`config.mk`:
```
export PLATFORM = sky130hd
export DESIGN_NAME = adc_sleep_noise_canceler
export DESIGN_NICKNAME = d
export VERILOG_FILES = /design/src/common/adc_sleep_pkg.sv /design/src/adc_sleep_noise_canceler.sv
export SDC_FILE = /design/constraint.sdc
export NUM_CORES = 1
export LEC_CHECK = 0
export ABC_AREA = 1
export BUFFER_PORTS_ARGS = -buffer_cell sky130_fd_sc_hd__buf_2
export CAP_MARGIN = 20
export CORE_UTILIZATION = 39
export CTS_CLUSTER_SIZE = 30
export DETAILED_ROUTE_END_ITERATION = 7
export PLACE_DENSITY = 0.72
export SLEW_MARGIN = 10
export SYNTH_ARGS = -nofsm -noshare
export SYNTH_HDL_FRONTEND = slang
export SYNTH_SLANG_ARGS = --single-unit
```
`constraint.sdc`:
```
create_clock -name clk_in -period 0.9 [get_ports clk_in]
set_input_delay 0.045 -clock clk_in [delete_from_list [all_inputs] [get_ports clk_in]]
set_output_delay 0.045 -clock clk_in [all_outputs]
set_load 0.005 [all_outputs]
```
`src/common/adc_sleep_pkg.sv`:
```
// constants, field layouts and types for the sleep-triggered conversion controller
// assumes a 20 MHz system clock and an APB master with 32-bit data
// How it works
// RULE1 - software readies converter before sleeping
// RULE2 - idle/noise sleep starts conversion at halt
// RULE3 - completion with no other interrupt wakes CPU
// RULE4 - other wake first; completion still raises request
// RULE5 - no restart until next sleep entry
// RULE6 - other sleep modes leave enable untouched
// RULE7 - software clears enable before other sleeps
// RULE8 - re-enable after such sleep requests extended conversion
// RULE9 - shared pins stay quiet during conversion
// RULE10 - halt starts conversion only if enabled and idle
package adc_sleep_pkg;

    // register byte offsets, one aligned word each
    localparam logic [7:0] OFS_CTRL       = 8'h00;
    localparam logic [7:0] OFS_STATUS     = 8'h04;
    localparam logic [7:0] OFS_INT_STATUS = 8'h08;
    localparam logic [7:0] OFS_INT_MASK   = 8'h0C;

    // control field positions
    localparam int CTRL_ENABLE_BIT  = 0;
    localparam int CTRL_FREE_RUN    = 1;
    localparam int CTRL_IRQ_EN      = 2;
    localparam int CTRL_START       = 3;
    localparam logic [3:0] CTRL_RESET = 4'h0;

    // interrupt status bits, same layout in the mask
    localparam int INT_DONE       = 0;
    localparam int INT_WAKE_ADC   = 1;
    localparam int INT_WAKE_OTHER = 2;
    localparam int INT_W          = 3;
    localparam logic [2:0] INT_RESET = 3'h0;

    // sleep mode codes seen from the sleep controller
    localparam logic [2:0] MODE_IDLE  = 3'h0;
    localparam logic [2:0] MODE_NOISE = 3'h1;

    // control register contents
    typedef struct packed {
        logic start;            // write-one manual start, self clearing
        logic irq_en;           // conversion-complete interrupt enable
        logic free_run;         // 0 selects single conversion
        logic converter_enable_bit;
    } ctrl_t;

    // sleep conversion sequencer
    typedef enum logic [1:0] {
        SEQ_IDLE   = 2'b00,     // awake or no sleep conversion running
        SEQ_SLEEP  = 2'b01,     // conversion running with cpu halted
        SEQ_AWAKE  = 2'b10,     // woken by another source, still converting
        SEQ_REST   = 2'b11      // done; wait for cpu to leave the halt
    } seq_t;

endpackage

```
`src/adc_sleep_noise_canceler.sv`:
```
// sleep-triggered conversion control with APB registers and interrupt
// assumes the converter core pulses done for one cycle and holds busy while converting
//
// The placing of the registers and the APB register port were chosen for this implementation.
`timescale 1ns/1ps
module adc_sleep_noise_canceler
(
    input  wire logic        clk_in,            // 20 MHz system clock
    input  wire logic        rst_n_in,          // asynchronous active-low reset
    input  wire logic        psel_in,
    input  wire logic        penable_in,
    input  wire logic        pwrite_in,
    input  wire logic [7:0]  paddr_in,
    input  wire logic [31:0] pwdata_in,
    output logic      [31:0] prdata_out,
    output logic             pready_out,
    output logic             pslverr_out,
    input  wire logic        cpu_halted_in,     // high while the core is halted by sleep
    input  wire logic [2:0]  sleep_mode_in,     // sleep mode selected for this halt
    input  wire logic        other_wake_in,     // a different interrupt woke the core
    input  wire logic        irq_ack_in,        // core took the conversion-complete vector
    input  wire logic        conv_busy_in,      // converter core is converting
    input  wire logic        conv_done_in,      // one-cycle completion pulse
    output logic             conv_start_out,    // one-cycle start pulse to the core
    output logic             conv_extended_out, // start is an extended conversion
    output logic             conv_enable_out,   // converter enable level
    output logic             cpu_wake_out,      // one-cycle wake pulse to sleep control
    output logic             conv_irq_req_out,  // pending conversion-complete request
    output logic             irq_out            // masked status interrupt
);

    // reset synchroniser stages
    logic        rst_meta_r;
    logic        rst_sync_r;

    // register state
    adc_sleep_pkg::ctrl_t ctrl_r;               // control register
    logic [adc_sleep_pkg::INT_W-1:0] int_stat_r; // sticky events
    logic [adc_sleep_pkg::INT_W-1:0] int_mask_r; // event mask
    adc_sleep_pkg::seq_t  seq_r;                // sleep sequencer
    adc_sleep_pkg::seq_t  seq_nxt;
    logic        halted_d_r;                    // halt level one cycle ago
    logic        enable_d_r;                    // enable level one cycle ago
    logic        ext_pend_r;                    // next start must be extended
    logic        other_sleep_r;                 // enable stayed on through other sleep

    // decoded access strobes plus halt, mode, busy, start and event terms
    logic        access;
    logic        wr_ctrl;
    logic        wr_stat;
    logic        wr_mask;
    logic        halt_rise;
    logic        sleep_ok;
    logic        busy;
    logic        auto_start;
    logic        man_start;
    logic [adc_sleep_pkg::INT_W-1:0] int_set;

    // release the reset through two stages so removal is clean
    always_ff @(posedge clk_in or negedge rst_n_in)
    begin
        if (!rst_n_in)
        begin
            rst_meta_r <= 1'b0;
            rst_sync_r <= 1'b0;
        end
        else
        begin
            rst_meta_r <= 1'b1;
            rst_sync_r <= rst_meta_r;
        end
    end

    // one wait state: the access phase ends on its second cycle
    assign access  = psel_in & penable_in & ~pready_out;
    assign wr_ctrl = access & pwrite_in & (paddr_in == adc_sleep_pkg::OFS_CTRL);
    assign wr_stat = access & pwrite_in & (paddr_in == adc_sleep_pkg::OFS_INT_STATUS);
    assign wr_mask = access & pwrite_in & (paddr_in == adc_sleep_pkg::OFS_INT_MASK);

    // own start counts as busy until the core raises its flag
    assign busy      = conv_busy_in | conv_start_out;
    assign halt_rise = cpu_halted_in & ~halted_d_r;
    // only the two quiet modes are served
    assign sleep_ok  = (sleep_mode_in == adc_sleep_pkg::MODE_IDLE) |
                       (sleep_mode_in == adc_sleep_pkg::MODE_NOISE); // RULE2
    // a fresh halt edge is needed, so a woken core never restarts by itself
    assign auto_start = halt_rise & sleep_ok & ctrl_r.converter_enable_bit &
                        ~ctrl_r.free_run & ~busy & (seq_r == adc_sleep_pkg::SEQ_IDLE); // RULE10 RULE5
    assign man_start  = wr_ctrl & pwdata_in[adc_sleep_pkg::CTRL_START] &
                        pwdata_in[adc_sleep_pkg::CTRL_ENABLE_BIT] & ~busy;

    // bus answer, registered; unmapped addresses answer with an error
    always_ff @(posedge clk_in or negedge rst_sync_r)
    begin
        if (!rst_sync_r)
        begin
            pready_out  <= 1'b0;
            pslverr_out <= 1'b0;
            prdata_out  <= 32'h0000_0000;
        end
        else
        begin
            pready_out  <= access;
            pslverr_out <= 1'b0;
            prdata_out  <= 32'h0000_0000;
            if (access)
            begin
                unique case (paddr_in)
                    adc_sleep_pkg::OFS_CTRL:       prdata_out <= {28'h000_0000, 1'b0, ctrl_r.irq_en,
                                                                  ctrl_r.free_run, ctrl_r.converter_enable_bit};
                    adc_sleep_pkg::OFS_STATUS:     prdata_out <= {29'h0000_0000, ext_pend_r,
                                                                  (seq_r != adc_sleep_pkg::SEQ_IDLE), busy};
                    adc_sleep_pkg::OFS_INT_STATUS: prdata_out <= {29'h0000_0000, int_stat_r};
                    adc_sleep_pkg::OFS_INT_MASK:   prdata_out <= {29'h0000_0000, int_mask_r};
                    default:                       pslverr_out <= 1'b1;
                endcase
            end
        end
    end

    // control register; hardware never touches the enable, whatever the sleep mode
    always_ff @(posedge clk_in or negedge rst_sync_r)
    begin
        if (!rst_sync_r)
            ctrl_r <= adc_sleep_pkg::CTRL_RESET;
        else if (wr_ctrl)
        begin
            ctrl_r.converter_enable_bit <= pwdata_in[adc_sleep_pkg::CTRL_ENABLE_BIT]; // RULE6
            ctrl_r.free_run             <= pwdata_in[adc_sleep_pkg::CTRL_FREE_RUN];
            ctrl_r.irq_en               <= pwdata_in[adc_sleep_pkg::CTRL_IRQ_EN];
            ctrl_r.start                <= 1'b0;
        end
    end

    // remember an enable left on across a non-quiet sleep, then flag the re-enable
    always_ff @(posedge clk_in or negedge rst_sync_r)
    begin
        if (!rst_sync_r)
        begin
            halted_d_r    <= 1'b0;
            enable_d_r    <= 1'b0;
            other_sleep_r <= 1'b0;
            ext_pend_r    <= 1'b0;
        end
        else
        begin
            halted_d_r <= cpu_halted_in;
            enable_d_r <= ctrl_r.converter_enable_bit;
            if (halt_rise & ~sleep_ok & ctrl_r.converter_enable_bit)
                other_sleep_r <= 1'b1;               // RULE8
            else if (ctrl_r.converter_enable_bit & ~enable_d_r)
                other_sleep_r <= 1'b0;
            // re-enable after such a sleep asks for an extended first conversion
            if (ctrl_r.converter_enable_bit & ~enable_d_r & other_sleep_r)
                ext_pend_r <= 1'b1;                  // RULE8
            else if (conv_start_out | ~ctrl_r.converter_enable_bit)
                ext_pend_r <= 1'b0;
        end
    end

    // start pulse and its extended qualifier
    always_ff @(posedge clk_in or negedge rst_sync_r)
    begin
        if (!rst_sync_r)
        begin
            conv_start_out    <= 1'b0;
            conv_extended_out <= 1'b0;
        end
        else
        begin
            conv_start_out    <= auto_start | man_start; // RULE2
            conv_extended_out <= (auto_start | man_start) & ext_pend_r;
        end
    end

    // sequencer next state
    always_comb
    begin
        seq_nxt = seq_r;
        unique case (seq_r)
            adc_sleep_pkg::SEQ_IDLE:
                if (auto_start)
                    seq_nxt = adc_sleep_pkg::SEQ_SLEEP;
            adc_sleep_pkg::SEQ_SLEEP:
                if (conv_done_in)
                    seq_nxt = adc_sleep_pkg::SEQ_REST;      // RULE3
                else if (other_wake_in | ~cpu_halted_in)
                    seq_nxt = adc_sleep_pkg::SEQ_AWAKE;     // RULE4
            adc_sleep_pkg::SEQ_AWAKE:
                if (conv_done_in)
                    seq_nxt = adc_sleep_pkg::SEQ_REST;      // RULE4
            adc_sleep_pkg::SEQ_REST:
                if (~cpu_halted_in)
                    seq_nxt = adc_sleep_pkg::SEQ_IDLE;      // RULE5
        endcase
    end

    // sequencer state
    always_ff @(posedge clk_in or negedge rst_sync_r)
    begin
        if (!rst_sync_r)
            seq_r <= adc_sleep_pkg::SEQ_IDLE;
        else
            seq_r <= seq_nxt;
    end

    // wake only when the completion beats every other source
    always_ff @(posedge clk_in or negedge rst_sync_r)
    begin
        if (!rst_sync_r)
            cpu_wake_out <= 1'b0;
        else
            cpu_wake_out <= (seq_r == adc_sleep_pkg::SEQ_SLEEP) & conv_done_in &
                            ~other_wake_in & ctrl_r.irq_en; // RULE3
    end

    // completion request toward the core; a new completion beats the ack
    always_ff @(posedge clk_in or negedge rst_sync_r)
    begin
        if (!rst_sync_r)
            conv_irq_req_out <= 1'b0;
        else if (conv_done_in & ctrl_r.irq_en)
            conv_irq_req_out <= 1'b1;               // RULE3 RULE4
        else if (irq_ack_in)
            conv_irq_req_out <= 1'b0;
    end

    // sticky events; set wins over a write-one clear in the same cycle
    assign int_set[adc_sleep_pkg::INT_DONE]       = conv_done_in;
    assign int_set[adc_sleep_pkg::INT_WAKE_ADC]   = (seq_r == adc_sleep_pkg::SEQ_SLEEP) &
                                                    conv_done_in & ~other_wake_in;
    assign int_set[adc_sleep_pkg::INT_WAKE_OTHER] = (seq_r == adc_sleep_pkg::SEQ_SLEEP) &
                                                    ~conv_done_in & (other_wake_in | ~cpu_halted_in);

    always_ff @(posedge clk_in or negedge rst_sync_r)
    begin
        if (!rst_sync_r)
            int_stat_r <= adc_sleep_pkg::INT_RESET;
        else if (wr_stat)
            int_stat_r <= (int_stat_r & ~pwdata_in[adc_sleep_pkg::INT_W-1:0]) | int_set;
        else
            int_stat_r <= int_stat_r | int_set;
    end

    // mask register
    always_ff @(posedge clk_in or negedge rst_sync_r)
    begin
        if (!rst_sync_r)
            int_mask_r <= adc_sleep_pkg::INT_RESET;
        else if (wr_mask)
            int_mask_r <= pwdata_in[adc_sleep_pkg::INT_W-1:0];
    end

    // registered level outputs
    always_ff @(posedge clk_in or negedge rst_sync_r)
    begin
        if (!rst_sync_r)
        begin
            irq_out         <= 1'b0;
            conv_enable_out <= 1'b0;
        end
        else
        begin
            irq_out         <= |(int_stat_r & int_mask_r);
            conv_enable_out <= ctrl_r.converter_enable_bit; // RULE6
        end
    end

endmodule

```
Yosys cells after proc, flatten, opt, wreduce, memory -nomap -nowiden
Index checks and enable logic that the tools add are counted.

cells by class
  equality and inequality tests = 11
  muxes and demuxes = 17
  bitwise logic cells = 46
  reduce and logical (&&, ||, !) cells = 10

operators by type and width
  kind                                                              count
  32-bit 2-to-1 mux                                                 1
  1-bit AND                                                         26
  8-bit by 4-bit == test with 1-bit output (second input constant)  2
  3-bit one-hot mux with 4 select lines                             1
  2-bit 2-to-1 mux                                                  5
  1-bit NOT                                                         10
  8-bit by 3-bit == test with 1-bit output (second input constant)  1
  8-bit logical NOT                                                 1
  1-bit 2-to-1 mux                                                  8
  2-bit one-hot mux with 4 select lines                             1
  2-bit nonzero test                                                4
  3-bit AND                                                         2
  2-bit != test (second input constant)                             3
  3-bit bitwise OR                                                  2
  1-bit bitwise OR                                                  5
  2-bit == test (second input constant)                             2
  4-bit AND reduction                                               1
  4-bit OR reduction                                                1
  3-bit by 1-bit == test with 1-bit output (second input constant)  1
  3-bit logical NOT                                                 1
  3-bit 2-to-1 mux                                                  1
  3-bit by 2-bit != test with 1-bit output (second input constant)  1
  3-bit NOT                                                         1
  3-bit OR reduction                                                1
  other kinds (2)                                                   2

word-level totals
  register bits = 56
  bits of input ports = 53
  output and inout port bits = 40

Logic depth before layout (Yosys ltp)
Gate-level depths: netlist of run 1.

  word-level depth = 9
  depth in mapped cells = 8
  mapped depth without buffers = 8

Worst setup path before layout of run 1
OpenSTA, ideal clock, no wires.

  path kind = reg2reg
  from = register seq_r[1]
  to = register seq_r[0]
  setup time = 0.117 ns
  data arrival time = 1.079 ns
  required time = 0.783 ns
  path slack = -0.295 ns
  cell stages (with the launch flop) = 9
  period minus slack after synthesis = 1.195 ns
  cells stage by stage = dfrtp_1 > inv_1 > ha_1 > nand2_1 > nor2_1 > nor2_1 > nand2_1 > nand2_1 > nand2_1

between the ends
  cells in the longest elaborated chain, start to end = 4
  elaborated cells on any way between the ends = 11
  classes of those cells = eq/ne: 7; mux: 1; bitwise: 1; reduce/logical: 2

RTL lines
  element                               line                                                             source
  start, declared                       adc_sleep_noise_canceler.sv:40                                   adc_sleep_pkg::seq_t seq_r;
  start signal, assigned                adc_sleep_noise_canceler.sv:202                                  seq_r <= adc_sleep_pkg::SEQ_IDLE;
  start signal, assigned                adc_sleep_noise_canceler.sv:204                                  seq_r <= seq_nxt;
  2-bit logical NOT                     adc_sleep_noise_canceler.sv:88, adc_sleep_noise_canceler.sv:180
  1-bit AND                             adc_sleep_noise_canceler.sv:88                                   ~ctrl_r.free_run & ~busy & (seq_r == adc_sleep_pkg::SEQ_IDLE);
  2-bit != test (no source line)        --
  4-bit AND reduction (no source line)  --

Several ways; a longest one is shown, not always the timed one.
A chain may end at the register's enable or synchronous reset.

Final worst setup path of run 1
  from = register seq_r[1]
  to = register seq_r[1]

The elaborated chain is that of the path after synthesis.

==> results of run 1 <==
[synth_stat cells]
cell type  number
a21oi_1         1
a32o_1          1
buf_4          29
conb_1          2
dfrtp_1        27
ha_1            5
inv_1          25
inv_2           1
nand2_1        47
nand2_2         3
nand2_4         2
nand3_1        18
nand3b_1        1
nand4_2         1
nor2_1         21
nor2_2          4
nor2_4          3
nor2_8          1
o21ai_0         7
o21ai_1         4
o22ai_1         1
or2_1           1
[registers in the layout, summed over array words and instances, names as in the netlist]
signal / flops
pready_out: 1
int_stat_r: 3
pslverr_out: 1
conv_extended_out: 1
prdata_out: 3
conv_irq_req_out: 1
cpu_wake_out: 1
ext_pend_r: 1
conv_start_out: 1
halted_d_r: 1
irq_out: 1
other_sleep_r: 1
seq_r: 2
rst_sync_r: 1
conv_enable_out: 1
int_mask_r: 3
rst_meta_r: 1
ctrl_r: 3
[power by group]
group	internal (W)	leakage, nW	switching, W
logic	0.000507	0.781	0.000561
clock network	0.000317	0.0228	0.000381
registers	0.00132	0.343	0.000134
[cell type report]
cell class              instances  area [um2]  share of cell area
multi-input cells             151         898               0.419
flip-flops and latches         27         678               0.316
well taps                      50        62.6              0.0292
repair buffers                 53         355               0.166
inverters                      26         105              0.0490
clock buffers                   4        45.0              0.0210
[worst max-delay path by stage]
stage	to	slack, ns
after floorplan	seq_r[0]	-0.22
after CTS	seq_r[1]	-0.31
final	seq_r[1]	-0.32
after global placement	seq_r[0]	-0.27
after global routing	seq_r[1]	-0.44
after detailed placement	seq_r[1]	-0.31
[kinds of logic (layout without fill, tap and decap cells)]
logic type               count (synthesis)  in the layout  share of synthesized area
AND/OR/NAND/NOR                        102            102                      0.302
buffers and inverters                   55             83                      0.194
flip-flops                              27             27                      0.415
AO/OA/AOI/OAI                           14             14                     0.0468
adder cells (fa/ha/maj)                  5              5                     0.0384
other                                    2             30                    0.00461
[what timing repair did]
| action | 4_1_cts | 5_1_grt |
|---|---|---|
| pin swaps | 15 | 13 |
| endpoints found under the hold margin | 4 | 0 |
| setup endpoints to repair | 18 | 19 |
| resized for setup | 22 | 25 |
| buffers inserted | 7 | 2 |
| hold buffers | 3 | 0 |
[stage by stage]
step | setup slack, ns | instances
after CTS | -0.307 | 310
after global routing | -0.441 | 311
after floorplan | -0.221 | 233
final | -0.320 | 311
after global placement | -0.269 | 297
after detailed placement | -0.312 | 297
[cell usage in the layout (no fill, tap or decap), drive strengths merged]
master and count:
nand3 18, a32o 1, a21oi 1, nand3b 1, o22ai 1, clkbuf 4
nand2 52, inv 26, conb 30, or2 1, o21ai 11, buf 50
ha 5, nor2 29, dlygate4sd3 3, nand4 1, dfrtp 27
[layer usage]
layer / up-vias / GRT usage / routed length, um
met5: - / 0 / 0
li1: 694 / - / -
met1: 633 / 0.182 / 1400
met3: 2 / 0.0257 / 157
met2: 44 / 0.284 / 1660
met4: 0 / 0.0479 / 29
[tightest hold or removal path: cells and delay by family]
family	cells	cell delay, ns
buffers and inverters	2	0.14
and+or+nand+nor	2	0.11
==> flow_metrics.py, run 1 <==
metrics = {
    "worst_setup_path": {
        "reg2reg_depth": 8,
        "r2r-start": "seq_r[1]",
        "rrSetupSlack_ns": -0.32,
        "cp_common_cell": "nand2_1",
        "crit_fanout": 5,
        "critPathBufInv": 1,
        "crit_path_max_incr_delay_ns": 0.45,
        "cp-end-kind": "flip-flop",
        "r2r_end": "seq_r[1]",
        "required_ns": 1.07,
        "critPathLaunchType": "flip-flop",
        "crit_slowest_cell": "dfrtp_2",
        "arrival_ns": 1.39,
        "critical_path_class": "reg2reg",
        "worstPathCellList": "inv_4 > ha_4 > nand2_2 > nor2_2 > nor2_2 > nand2_1 > nand2_1 > nand2_1",
        "cp_top_family": "flip-flops",
        "startpoint": "seq_r[1]",
        "path_depth": 8,
    },
    "route": {
        "via_count": 1373,
        "drtAntennaViolNets": 0,
        "drtPass1Iterations": 4,
        "wl_per_cell_um": 10.4,
        "via_per_inst": 4.41,
        "initialDrtViolationCount": 38,
        "wl_um": 3240,
        "drc": 0,
    },
    "clock_tree": {
        "cts.sinks": 27,
        "htreeDepth": 1,
        "clock_latency_ns": 0.27,
        "clkTransAtPathRegs_ns": 0.10,
        "cts_root_buffer": "clkbuf_8",
        "cts_tree": "yes",
        "clock_path_buffers": 2,
        "cts_made_buffers": 3,
    },
    "timing": {
        "setup_viol": 17,
        "drv_slew": 0,
        "hold_ws_ns": 0.0475,
        "fmax_ghz": 0.820,
        "setup_ws_ns": -0.320,
        "rsz0062_at_grt": "true",
        "fin_crit_ns": 1.22,
        "fin_worst_skew_ns": 0.00668,
        "fin_setup_tns_ns": -3.98,
        "fin_crit_sh": 1.36,
        "hold_viol": 0,
    },
    "worst_hold_path": {
        "holdPathEnd": "cpu_wake_out",
        "hold_depth": 4,
        "holdCritStartpoint": "other_wake_in",
        "holdCritPathClass": "in2reg",
    },
    "logic_synthesis": {
        "synth.avg_cell_area_um2": 7.95,
        "synth_top_area_frac": 0.415,
        "netlist_area_um2": 1630,
        "synth_warnings": 0,
        "syn-instance-count": 205,
        "synthTopCellsByArea": "dfrtp_1 41%, buf_4 13%, nand2_1 11%",
        "synth_largest_area_cell": "dfrtp_1",
        "ys_seq_area_frac": 0.415,
        "synth_cell_types": 22,
        "ys_ff_latch": 27,
    },
    "power": {
        "peakVddDrop_v": 0.000947,
        "p_total_w": 0.00321,
        "p_leak_nw": 1.15,
        "powerDensity_nw_per_um2": 1500,
    },
    "floorplanning": {
        "dieArea_um2": 4440,
        "row_count": 23,
        "core-area_um2": 4000,
        "die-width_um": 66.6,
        "die-height_um": 66.6,
        "start_util": 0.407,
        "io_pins": 93,
    },
    "grt": {
        "grt-ovfl-total": 0,
        "grt_pass1_vias": 1229,
        "antenna_found_initial": 0,
        "grt_pass1_wl_um": 5200,
        "grt_max_degree": 26,
        "track_usage": 0.155,
    },
    "placed_design": {
        "dpl.hpwl_um": 2380,
        "placed_area_um2": 1860,
        "numPortBuffers": 34,
        "gp_congestion": 0.799,
    },
    "final_layout": {
        "diodes": 0,
        "fin_area_um2": 2140,
        "area_growth_pct": 31.6,
        "fill_cells": 377,
        "drive_above_1_share": 0.398,
        "utilization": 0.536,
        "fin_nets": 320,
    },
    "run_status": {
        "violations": "setup timing",
        "outcome": "finished, violations left",
    },
    "flow_run": {
        "drv_cap": 0,
    },
}
No activity file was read; power rests on OpenSTA's default activity.
==> inputs of run 2 (changes only) <==
- RECOVER_POWER: unset -> 25
==> flow_metrics.py, run 2 (same netlist as run 1, synthesis figures left out) <==
metrics = {
    "worst_setup_path": {
        "cp-end-kind": "flip-flop",
        "required_ns": 1.06,
        "rrSetupSlack_ns": -0.32,
        "reg2reg_depth": 8,
        "crit_fanout": 5,
        "arrival_ns": 1.38,
        "critical_path_class": "reg2reg",
        "critPathLaunchType": "flip-flop",
    },
    "floorplanning": {
        "start_util": 0.407,
        "row_count": 23,
        "dieArea_um2": 4440,
        "core-area_um2": 4000,
        "die-height_um": 66.6,
        "die-width_um": 66.6,
        "io_pins": 93,
    },
    "route": {
        "wl_met1_um": 1410,
        "wl_per_cell_um": 10.4,
        "drtAntennaViolNets": 0,
        "drtPass1Iterations": 4,
        "initialDrtViolationCount": 38,
        "routed.top_layer": "met4",
        "drc": 0,
        "via_count": 1369,
        "dr_wl_met3_um": 146,
        "wl_met2_um": 1650,
        "via_per_inst": 4.40,
        "wl_um": 3240,
    },
    "timing": {
        "hold_ws_ns": 0.0472,
        "relSlewSlack": 0.625,
        "setup_ws_ns": -0.320,
        "fin_crit_sh": 1.36,
        "tightest_slew_ns": 0.563,
        "drv_slew": 0,
        "setup_viol": 17,
        "rsz0062_at_grt": "true",
        "fin_worst_skew_ns": 0.00742,
        "fmax_ghz": 0.820,
        "hold_viol": 0,
        "fin_crit_ns": 1.22,
    },
    "run_status": {
        "outcome": "finished, violations left",
        "violations": "setup timing",
    },
    "grt": {
        "grt_max_degree": 26,
        "grt_pass1_vias": 1229,
        "antenna_found_initial": 0,
        "grt_pass1_wl_um": 5200,
        "grt-ovfl-total": 0,
        "track_usage": 0.155,
    },
    "final_layout": {
        "drive_above_1_share": 0.395,
        "utilization": 0.532,
        "diodes": 0,
        "fin_nets": 320,
        "final_cell_mix": "36 x nand2_1, 34 x buf_2, 30 x conb_1",
        "area_growth_pct": 30.6,
        "final_common_cell": "nand2_1",
    },
    "worst_hold_path": {
        "holdCritPathClass": "in2reg",
        "hold_depth": 4,
    },
    "placed_design": {
        "dpl.hpwl_um": 2380,
        "numPortBuffers": 34,
        "gp_congestion": 0.799,
    },
    "power": {
        "p_leak_nw": 1.14,
        "powerDensity_nw_per_um2": 1510,
        "peakVddDrop_v": 0.000950,
    },
    "clock_tree": {
        "clock_latency_ns": 0.27,
        "cts.sinks": 27,
        "clock_path_buffers": 2,
        "clkTransAtPathRegs_ns": 0.10,
        "cts_tree": "yes",
        "cts_made_buffers": 3,
        "cts_root_buffer": "clkbuf_8",
        "htreeDepth": 1,
    },
    "flow_run": {
        "drv_cap": 0,
    },
}
-- run 2: changes by cell type in the layout (fill, tap and decap cells not counted), sizes merged --
cell / change
buf: -1
clkbuf: +1
-- run 2: cell type report --
class | instances | area [um2]
Sequential cell | 27 | 678
Tap cell | 50 | 62.6
Clock buffer | 4 | 45.0
Inverter | 26 | 105
Multi-Input combinational cell | 151 | 898
Timing Repair Buffer | 53 | 339
Fill cell | 380 | 1870
-- run 2: where the power goes --
| part | switching (W) | internal (W) |
|---|---|---|
| registers | 0.000132 | 0.00132 |
| logic | 0.000561 | 0.000499 |
| clock network | 0.000379 | 0.000317 |
| total | 0.00107 | 0.00213 |
-- run 2: worst max-delay path, cell delays in order (launching register included) --
cell     delay [ns]
dfrtp_2        0.45
inv_4          0.06
ha_4           0.16
nand2_2        0.07
nor2_2         0.04
nor2_2         0.14
nand2_1        0.08
nand2_1        0.07
nand2_1        0.05
-- run 2: metrics by stage --
step | power (W) | instance area, um2 | setup WS (ns) | instances | setup TNS [ns]
after global routing | 0.00343 | 2130 | -0.441 | 311 | -5.17
after floorplan | 0.00205 | 1760 | -0.221 | 233 | -2.05
after global placement | 0.00221 | 1860 | -0.269 | 297 | -2.99
after detailed placement | 0.00225 | 1860 | -0.312 | 297 | -3.35
after CTS | 0.00311 | 2060 | -0.307 | 310 | -3.18
final | 0.00320 | 2130 | -0.320 | 311 | -3.98
-- run 2: final timing paths --
| check | from | end |
|---|---|---|
| max | seq_r[1] | seq_r[1] |
| min | other_wake_in | cpu_wake_out |
| max reg2reg | seq_r[1] | seq_r[1] |
| min reg2reg | rst_sync_r | pready_out |
| max in group asynchronous | rst_sync_r | seq_r[0] |
| min in group asynchronous | rst_n_in | rst_sync_r |
-- run 2: layer usage --
layer	track usage	vias up
met2	0.284	44
met5	0	-
met3	0.0257	2
met1	0.182	632
li1	-	691
met4	0.0479	0
-- run 2: timing repair --
item,in CTS,in global routing
resized for setup,22,25
hold buffers,3,0
buffers inserted,7,2
endpoints found under the hold margin,4,0
endpoints found under the setup margin,18,19
pin swaps,15,13
==> inputs of run 3 (changes only) <==
==> constraint.sdc (replaced) <==
create_clock -name clk_in -period 0.9 [get_ports clk_in]
set_input_delay 0.135 -clock clk_in [delete_from_list [all_inputs] [get_ports clk_in]]
set_output_delay 0.135 -clock clk_in [all_outputs]
set_load 0.005 [all_outputs]
==> flow_metrics.py, run 3 (same netlist as run 1, synthesis figures left out) <==
metrics = {
    "floorplanning": {
        "dieArea_um2": 4440,
        "io_pins": 93,
        "start_util": 0.407,
        "core-area_um2": 4000,
        "die-width_um": 66.6,
        "die-height_um": 66.6,
        "row_count": 23,
    },
    "flow_run": {
        "drv_cap": 0,
    },
    "run_status": {
        "violations": "setup timing",
        "outcome": "finished, violations left",
    },
    "worst_setup_path": {
        "crit_fanout": 5,
        "arrival_ns": 1.39,
        "cp-end-kind": "flip-flop",
        "required_ns": 1.07,
        "critical_path_class": "reg2reg",
        "critPathLaunchType": "flip-flop",
    },
    "timing": {
        "fin_worst_skew_ns": 0.00554,
        "fin_crit_ns": 1.22,
        "drv_slew": 0,
        "fin_crit_sh": 1.36,
        "fmax_ghz": 0.818,
        "rsz0062_at_grt": "true",
        "fin_setup_tns_ns": -4.06,
        "relSlewSlack": 0.620,
        "setup_ws_ns": -0.322,
        "setup_viol": 23,
        "hold_viol": 0,
        "tightest_slew_ns": 0.569,
    },
    "clock_tree": {
        "clock_latency_ns": 0.27,
        "cts_tree": "yes",
        "cts.sinks": 27,
        "cts_made_buffers": 3,
        "htreeDepth": 1,
        "clkTransAtPathRegs_ns": 0.09,
        "clock_path_buffers": 2,
        "cts_root_buffer": "clkbuf_8",
    },
    "grt": {
        "use_met1": 0.182,
        "track_usage": 0.156,
        "grt_util_met3": 0.0257,
        "grt_pass1_vias": 1242,
        "grt_max_degree": 26,
        "antenna_found_initial": 0,
        "use_met2": 0.288,
        "busiest_layer": "met2",
        "grt_pass1_wl_um": 5240,
        "grt-ovfl-total": 0,
    },
    "final_layout": {
        "fin_nets": 320,
        "area_growth_pct": 30.8,
        "drive_above_1_share": 0.410,
        "final_common_cell": "nand2_1",
        "diodes": 0,
        "final_cell_mix": "35 x nand2_1, 34 x buf_2, 30 x conb_1",
        "fin_area_um2": 2130,
        "layoutNonFillerInstCount": 311,
    },
    "route": {
        "via_count": 1377,
        "initialDrtViolationCount": 39,
        "drc": 0,
        "wl_um": 3270,
        "wl_per_cell_um": 10.5,
        "drtPass1Iterations": 4,
        "via_per_inst": 4.43,
        "drtAntennaViolNets": 0,
    },
    "power": {
        "peakVddDrop_v": 0.000950,
        "p_leak_nw": 1.14,
        "powerDensity_nw_per_um2": 1500,
    },
    "placed_design": {
        "dp.cells": 297,
        "dpl.hpwl_um": 2380,
        "dp_worst_setup_slack_ns": -0.312,
        "placed_area_um2": 1860,
        "numPortBuffers": 34,
        "gp_congestion": 0.799,
    },
    "worst_hold_path": {
        "holdCritPathClass": "in2reg",
    },
}
## run 3: cell types whose count changed in the layout (fill, tap and decap cells not counted), sizes merged
cell	change
buf	+2
dlygate4sd3	-2
## run 3: worst paths after layout
path | from | to | slack (ns) | depth (start not counted)
setup / recovery | seq_r[1] | seq_r[1] | -0.32 | 8
hold / removal | cpu_halted_in | halted_d_r | 0.03 | 1
setup reg to reg | seq_r[1] | seq_r[1] | -0.32 | 8
hold reg to reg | rst_sync_r | pready_out | 0.32 | 1
max in group asynchronous | rst_sync_r | seq_r[0] | 0.17 | 1
min in group asynchronous | rst_n_in | rst_meta_r | 0.18 | 2
## run 3: area by class of cell
class	instances	area, um2
well taps	50	62.6
flip-flops and latches	27	678
multi-input cells	151	903
clock buffers	4	45.0
inverters	26	108
repair buffers	53	334
fillers	378	1870
## run 3: timing repair
action	4_1_cts	5_1_grt
cloned	0	0
hold buffers	1	0
gates resized for setup	22	28
pin swaps	15	13
setup endpoints to repair	25	30
endpoints found under the hold margin	2	0
buffers inserted	8	3
## run 3: stage by stage
stage,hold WS (ns),total power (W),utilization
after floorplan,-0.161,0.00205,-
after global placement,-0.0770,0.00221,0.464
after detailed placement,-0.0757,0.00225,0.464
after CTS,0.0312,0.00311,0.511
after global routing,0.0236,0.00343,0.533
final,0.0307,0.00320,0.533
## run 3: critical path, cell delays in order (launching register included)
cell	delay (ns)
dfrtp_2	0.45
inv_4	0.06
ha_4	0.16
nand2_2	0.07
nor2_2	0.04
nor2_2	0.14
nand2_1	0.08
nand2_1	0.07
nand2_1	0.05
## run 3: where the power goes
part,internal (W),leakage (nW),switching (W),total [W]
Clock,0.000317,0.0228,0.000379,0.000696
Sequential,0.00132,0.343,0.000133,0.00145
Combinational,0.000495,0.776,0.000561,0.00106
Total,0.00213,1.14,0.00107,0.00320
## run 3: routing by layer
layer | part of all wire | vias up
li1 | - | 692
met1 | 0.43 | 634
met2 | 0.51 | 49
met3 | 0.050 | 2
met4 | 0.0089 | 0
met5 | 0 | -
